[config.mk]
export PLATFORM = sky130hd
export DESIGN_NAME = led_ctrl_end_flat
export DESIGN_NICKNAME = d
export VERILOG_FILES = /design/src/shared/led_latch_pkg.sv /design/src/shared/led_link_if.sv /design/src/led_ctrl_end.sv /design/src/flat_wrapper.sv
export SDC_FILE = /design/constraint.sdc
export NUM_CORES = 1
export LEC_CHECK = 0
export BUFFER_PORTS_ARGS = -buffer_cell sky130_fd_sc_hd__buf_4
export CAP_MARGIN = 30
export CORE_ASPECT_RATIO = 1.2
export CORE_MARGIN = 4
export CORE_UTILIZATION = 31
export DETAILED_ROUTE_END_ITERATION = 8
export GPL_ROUTABILITY_DRIVEN = 0
export PLACE_DENSITY_LB_ADDON = 0.25
export SLEW_MARGIN = 20
export SYNTH_ARGS = -nofsm -noshare
export SYNTH_HDL_FRONTEND = slang
export SYNTH_SLANG_ARGS = --single-unit
[constraint.sdc]
create_clock -name sys_clk -period 1.87 [get_ports sys_clk]
set_input_delay 0.2805 -clock sys_clk [delete_from_list [all_inputs] [get_ports sys_clk]]
set_output_delay 0.2805 -clock sys_clk [all_outputs]
set_load 0.02 [all_outputs]
[src/shared/led_latch_pkg.sv]
// constants and types shared by the serial latch driver ends
//
// Summary of operation
// - eight bits msb first; one turns output on
// - disable high forces all outputs off
// - disable high suspends thermal guard
// - pwm on disable gates enabled outputs
// - cascade output changes on falling clock
// - two chained devices take sixteen-bit frames
// - data reaches next device after eight clocks
// - clock period 800 ns, phases 380 ns
// - strobe high at least 380 ns
// - 200 ns from last rise to strobe
// - rising clock shifts serial data in
// - rising strobe copies shift into holding
// - clear low zeroes both registers
package led_latch_pkg;
    localparam int FRAME_BITS = 8;
    localparam int CHAIN_BITS = 16;
    localparam int CLK_NS = 25;
    localparam int CLOCK_PERIOD_MIN_NS = 800;
    localparam int CLOCK_HIGH_MIN_NS = 380;
    localparam int CLOCK_LOW_MIN_NS = 380;
    localparam int STROBE_HIGH_MIN_NS = 380;
    localparam int CLOCK_TO_STROBE_GAP_NS = 200;
    // least times round up
    localparam int CLOCK_HIGH_MIN_CYC = (CLOCK_HIGH_MIN_NS + CLK_NS - 1) / CLK_NS;
    localparam int CLOCK_LOW_MIN_CYC = (CLOCK_LOW_MIN_NS + CLK_NS - 1) / CLK_NS;
    localparam int CLOCK_PERIOD_MIN_CYC = (CLOCK_PERIOD_MIN_NS + CLK_NS - 1) / CLK_NS;
    localparam int STROBE_HIGH_MIN_CYC = (STROBE_HIGH_MIN_NS + CLK_NS - 1) / CLK_NS;
    localparam int CLOCK_TO_STROBE_GAP_CYC =
        (CLOCK_TO_STROBE_GAP_NS + CLK_NS - 1) / CLK_NS;
    localparam logic [7:0] FRAME_RESET = 8'h00;
    localparam logic [15:0] CHAIN_RESET = 16'h0000;
    localparam logic [5:0] CNT_RESET = 6'h00;
    localparam logic [4:0] BIT_RESET = 5'h00;

    typedef enum logic [2:0] {
        ST_IDLE = 3'b000,
        ST_LOW = 3'b001,
        ST_HIGH = 3'b011,
        ST_GAP = 3'b010,
        ST_STROBE = 3'b110
    } ctl_state_t;
endpackage : led_latch_pkg

[src/shared/led_link_if.sv]
// four-wire serial link joining controller and driver
`timescale 1ns/1ps
interface led_link_if;
    logic serial_clk;
    logic serial_data_in;
    logic load_strobe;
    logic cascade_data_out;

    modport controller (
        output serial_clk,
        output serial_data_in,
        output load_strobe,
        input cascade_data_out
    );
    modport driver (
        input serial_clk,
        input serial_data_in,
        input load_strobe,
        output cascade_data_out
    );
endinterface : led_link_if

[src/led_ctrl_end.sv]
// controller end: sends 16-bit chained frame, then strobes
`timescale 1ns/1ps
module led_ctrl_end (
    input wire logic sys_clk,
    input wire logic rst,
    led_link_if.controller link,
    input wire logic frame_valid,
    input wire logic [15:0] frame_data,
    output logic frame_ready,
    output logic frame_done
);
    // ----------------------------------------
    // state
    // ----------------------------------------
    typedef struct packed {
        led_latch_pkg::ctl_state_t state;
        logic [15:0] data;
        logic [4:0] bits;
        logic [5:0] cnt;
        logic sclk;
        logic sdat;
        logic strobe;
        logic ready;
        logic done;
    } ctl_t;

    ctl_t st_ff;
    ctl_t nxt_st;

    // ----------------------------------------
    // next state
    // ----------------------------------------
    always_comb begin
        nxt_st = st_ff;
        nxt_st.done = 1'b0;
        nxt_st.cnt = st_ff.cnt + 6'h01;
        unique case (st_ff.state)
            led_latch_pkg::ST_IDLE: begin
                nxt_st.ready = 1'b1;
                if (frame_valid && st_ff.ready) begin
                    nxt_st.ready = 1'b0;
                    nxt_st.data = frame_data;
                    nxt_st.bits = led_latch_pkg::BIT_RESET;
                    nxt_st.cnt = led_latch_pkg::CNT_RESET;
                    nxt_st.sdat = frame_data[15];
                    nxt_st.state = led_latch_pkg::ST_LOW;
                end
            end
            led_latch_pkg::ST_LOW: begin
                // data moved only with clock low
                if (st_ff.cnt == 6'(led_latch_pkg::CLOCK_LOW_MIN_CYC - 1)) begin
                    nxt_st.sclk = 1'b1;
                    nxt_st.cnt = led_latch_pkg::CNT_RESET;
                    nxt_st.state = led_latch_pkg::ST_HIGH;
                end
            end
            led_latch_pkg::ST_HIGH: begin
                // low + high sum to 32 cycles, 800 ns
                if (st_ff.cnt == 6'(led_latch_pkg::CLOCK_PERIOD_MIN_CYC
                                    - led_latch_pkg::CLOCK_LOW_MIN_CYC - 1)) begin
                    nxt_st.sclk = 1'b0;
                    nxt_st.cnt = led_latch_pkg::CNT_RESET;
                    nxt_st.bits = st_ff.bits + 5'h01;
                    nxt_st.data = {st_ff.data[14:0], 1'b0};
                    nxt_st.sdat = st_ff.data[14];
                    if (st_ff.bits == 5'(led_latch_pkg::CHAIN_BITS - 1)) begin
                        nxt_st.state = led_latch_pkg::ST_GAP;
                    end else begin
                        nxt_st.state = led_latch_pkg::ST_LOW;
                    end
                end
            end
            led_latch_pkg::ST_GAP: begin
                // counted from the clock fall, safely past 200 ns from the rise
                if (st_ff.cnt == 6'(led_latch_pkg::CLOCK_TO_STROBE_GAP_CYC - 1)) begin
                    nxt_st.strobe = 1'b1;
                    nxt_st.cnt = led_latch_pkg::CNT_RESET;
                    nxt_st.state = led_latch_pkg::ST_STROBE;
                end
            end
            led_latch_pkg::ST_STROBE: begin
                if (st_ff.cnt == 6'(led_latch_pkg::STROBE_HIGH_MIN_CYC - 1)) begin
                    nxt_st.strobe = 1'b0;
                    nxt_st.done = 1'b1;
                    nxt_st.ready = 1'b1;
                    nxt_st.state = led_latch_pkg::ST_IDLE;
                end
            end
            default: begin
                nxt_st.state = led_latch_pkg::ST_IDLE;
            end
        endcase
    end

    always_ff @(posedge sys_clk or posedge rst) begin
        if (rst) begin
            st_ff <= '0;
        end else begin
            st_ff <= nxt_st;
        end
    end

    assign link.serial_clk = st_ff.sclk;
    assign link.serial_data_in = st_ff.sdat;
    assign link.load_strobe = st_ff.strobe;
    assign frame_ready = st_ff.ready;
    assign frame_done = st_ff.done;
endmodule : led_ctrl_end

[src/flat_wrapper.sv]
// flat-port wrapper written by rule: the top's interface ports become plain ports
module led_ctrl_end_flat 
  (sys_clk, rst, frame_valid, frame_data, frame_ready, frame_done, link_serial_clk, link_serial_data_in, link_load_strobe, link_cascade_data_out);
  led_link_if link_i ();
  input wire logic sys_clk;
  input wire logic rst;
  input wire logic frame_valid;
  input wire logic [15:0] frame_data;
  output logic frame_ready;
  output logic frame_done;
  output wire logic [$bits(link_i.serial_clk)-1:0] link_serial_clk;
  output wire logic [$bits(link_i.serial_data_in)-1:0] link_serial_data_in;
  output wire logic [$bits(link_i.load_strobe)-1:0] link_load_strobe;
  input wire logic [$bits(link_i.cascade_data_out)-1:0] link_cascade_data_out;
  assign link_serial_clk = link_i.serial_clk;
  assign link_serial_data_in = link_i.serial_data_in;
  assign link_load_strobe = link_i.load_strobe;
  assign link_i.cascade_data_out = link_cascade_data_out;
  led_ctrl_end u_core (.sys_clk(sys_clk), .rst(rst), .link(link_i), .frame_valid(frame_valid), .frame_data(frame_data), .frame_ready(frame_ready), .frame_done(frame_done));
endmodule
==> metrics <==
sequential-to-total area share from yosys stat 48.0%; number of clock buffers inserted by TritonCTS 5; number of global-route vias before repair 1368; Die Y 90.9 um; Fmax achieved 0.560 GHz; Reg2Reg Setup Slack 0.08 ns; width of the die 77.1 um; worst reg2reg path depth 7; final number of max-transition violations 0; Clock Root Buffer sky130_fd_sc_hd__clkbuf_8; data required time of the worst path 2.04 ns; number of antenna violations at the first check in global routing 0; std cell rows 29; number of nets in the layout 220; Iteration-0 DRC Markers 59; endpoint type of the worst setup path register; combinational family with the most area after synthesis compound AO/OA/AOI/OAI gates; Worst Hold Class in -> async; final total negative setup slack 0 ns; pin count of the biggest net entering global routing 35; total number of vias 1310; capturing instance or port of the critical path u_core.st_ff[24]$_DFFE_PP0P_; Slew @ Worst Pin 0.439 ns; number of vias per cell after detailed routing 5.04; Clock Sink Count 34; count of different cell masters after synthesis 41; Setup Skew 0.00170 ns; post-synthesis share of cell area spent on xor and xnor gates 2.47%; most frequent cell after synthesis sky130_fd_sc_hd__dfrtp_1; ys async rst share 100%; area of the core region 5410 um2; aggregate global-route resource usage 11.1%; drt pass-1 iters 4; Reg-to-Reg Start u_core.st_ff[5]$_DFF_PP0_; area leader, netlist sky130_fd_sc_hd__dfrtp_1; I/O pin count 25; Post-Layout Cell Count 260; count of nets left with antenna violations after detail routing 0; synth top area cells sky130_fd_sc_hd__dfrtp_1 48%, sky130_fd_sc_hd__a22o_1 6.9%, sky130_fd_sc_hd__mux2_4 5.9%; number of endpoints failing setup at the final stage 0; effective utilization at floorplan 32.8%; origin of the worst setup path u_core.st_ff[5]$_DFF_PP0_; simple-gate share of the synthesized area 14.5%; CTS Hold Bufs 0; Cell Pwr Density 634 nW/um2; portion of the clock cycle consumed by the worst path in the final layout 95.6%; CTS tree yes; largest driver fanout on the critical path 7; post-place instance area 2100 um2; share of final-layout standard cells stronger than drive strength 1 36.4%; max cap viols 0; post-placement worst setup slack -0.0785 ns; combined area of all synthesized cells 1770 um2; worst slew slack as a fraction of its limit 70.7%; Post-Synthesis Net Count 179; global-route wire length before repair 6350 um; FF-to-FF End u_core.st_ff[24]$_DFFE_PP0P_; top cell type's share of synthesized area 48.0%; count of flip-flops with a built-in enable after synthesis 0; Data arrival, critical path 1.96 ns; leakage 1.03 nW; layout-stage area growth over the synthesis result 27.9%; number of antenna repair diodes 0; outcome finished, final reports clean; final worst setup slack 0.0831 ns; total count of hold-check failures in the final report 0; post-layout instance area 2270 um2; count of H-tree levels built during CTS 2; post-layout minimum cycle time 1.79 ns; RSZ-0062 raised after global routing no; # fillers 517; synthesized instance count 156; routed length per placed instance 14.4 um; nature of the critical path startpoint register; fraction of synthesized area in multiplexers 12.1%; detailed-route wire length 3740 um; most numerous cell types in the synthesized netlist 34 x sky130_fd_sc_hd__dfrtp_1, 14 x sky130_fd_sc_hd__a22o_1, 10 x sky130_fd_sc_hd__nand2_1, 9 x sky130_fd_sc_hd__nor2_1; ys flop type sky130_fd_sc_hd__dfrtp_1; Worst VDD drop 0.000287 V; FF+latch count, synth 34; insertion delay to the later sink of the worst-skew pair 0.28 ns; Max clock buf depth 2; post-synthesis compound-gate area fraction 16.2%; area of the die 7000 um2; Yosys warning total 0; kind of critical path reg -> reg; Post-Synth Adder-Cell Area 2.12%; total congestion overflow 0; clock slew at the register clock pins of the worst setup and hold paths 0.07 ns; remaining routing DRC violations 0; Avg Cell Area, Syn 11.4 um2; estimated wirelength of the detail-placed design 2640 um; Post-Place Cells 248; Port Buf Inserts 23
-- power breakdown --
| group | total, mW | switching, mW | internal [mW] |
|---|---|---|---|
| Sequential | 0.735 | 0 | 0.735 |
| Clock | 0.658 | 0.266 | 0.392 |
| Combinational | 0.0451 | 0.0199 | 0.0252 |
| Total | 1.44 | 0.286 | 1.15 |
-- state kept, by name, indices dropped and copies added, names as in the netlist --
name,count
u_core.link.load_strobe,1
u_core.link.serial_data_in,1
u_core.link.serial_clk,1
u_core.st_ff,29
u_core.frame_done,1
u_core.frame_ready,1
-- stage by stage --
step           hold slack (ns)  power [mW]  util, %
4_1_cts                  0.112        1.46     41.6
2_1_floorplan            0.414       0.760        -
6_report                0.0964        1.44     42.0
3_5_place_dp             0.424       0.796     38.8
5_1_grt                  0.140        1.50     42.0
3_3_place_gp             0.402       0.795     38.8
-- metal layers --
layer / wire length, um / global-route usage, % / share of wire, % / vias up
met5: 0 / 0 / 0 / -
met1: 1700 / 13.6 / 46 / 634
li1: - / - / - / 643
met2: 1790 / 18.2 / 48 / 28
met3: 203 / 3.79 / 5.4 / 5
met4: 44 / 3.56 / 1.2 / 0
-- critical path, stage by stage (launching register included) --
cell                       delay (ns)
sky130_fd_sc_hd__dfrtp_1         0.37
sky130_fd_sc_hd__ha_2            0.21
sky130_fd_sc_hd__nor4bb_2        0.21
sky130_fd_sc_hd__buf_4           0.17
sky130_fd_sc_hd__a31oi_4         0.11
sky130_fd_sc_hd__nor2_8          0.14
sky130_fd_sc_hd__buf_12          0.13
sky130_fd_sc_hd__mux2_2          0.33
-- cells in the final DEF, fill, tap and decap left out, drive strengths merged, types with 2 or more instances in the layout --
master and count:
o21ai 6, nand2b 3, dfrtp 34, nand3 3, buf 42, a31oi 4, clkbuf 5, xnor2 2
mux2i 2, a21oi 8, nor4bb 2, inv 8, nor2 10, mux2 15, and2 3, nand2 10
xor2 3, nor2b 2, a22o 14, clkinv 2, ha 3, o31ai 2
-- area by class of cell --
type | count | area, um2 | share of cell area, %
clock buffers | 5 | 68.8 | 3.03
repair buffers | 42 | 348 | 15.3
flip-flops and latches | 34 | 851 | 37.5
inverters | 8 | 30.0 | 1.32
clock inverters | 3 | 40.0 | 1.76
well taps | 62 | 77.6 | 3.42
multi-input cells | 106 | 855 | 37.7
-- worst min path at each step --
| stage | start | endpoint | slack [ns] | cells past startpoint |
|---|---|---|---|---|
| global placement | rst | u_core.st_ff[25]$_DFFE_PP0P_ | 0.40 | 3 |
| CTS | rst | u_core.st_ff[25]$_DFFE_PP0P_ | 0.11 | 3 |
| floorplan | frame_data[0] | u_core.st_ff[16]$_DFFE_PP0P_ | 0.41 | 2 |
| detailed placement | rst | u_core.st_ff[25]$_DFFE_PP0P_ | 0.42 | 3 |
| finish | rst | u_core.st_ff[25]$_DFFE_PP0P_ | 0.1 | 3 |
| global route | rst | u_core.st_ff[25]$_DFFE_PP0P_ | 0.14 | 3 |
-- kinds of logic after synthesis --
kind of cell | count (synthesis)
xor+xnor | 5
flops | 34
compound gates | 39
buf+inv | 16
simple gates | 42
mux | 17
fa+ha+maj | 3
-- what timing repair did --
action	4_1_cts	5_1_grt
pin swaps	1	1
buffers inserted	3	1
endpoints found under the hold margin	0	0
resized for setup	1	4
setup endpoints to repair	14	19
No activity file was read; power rests on OpenSTA's default activity.
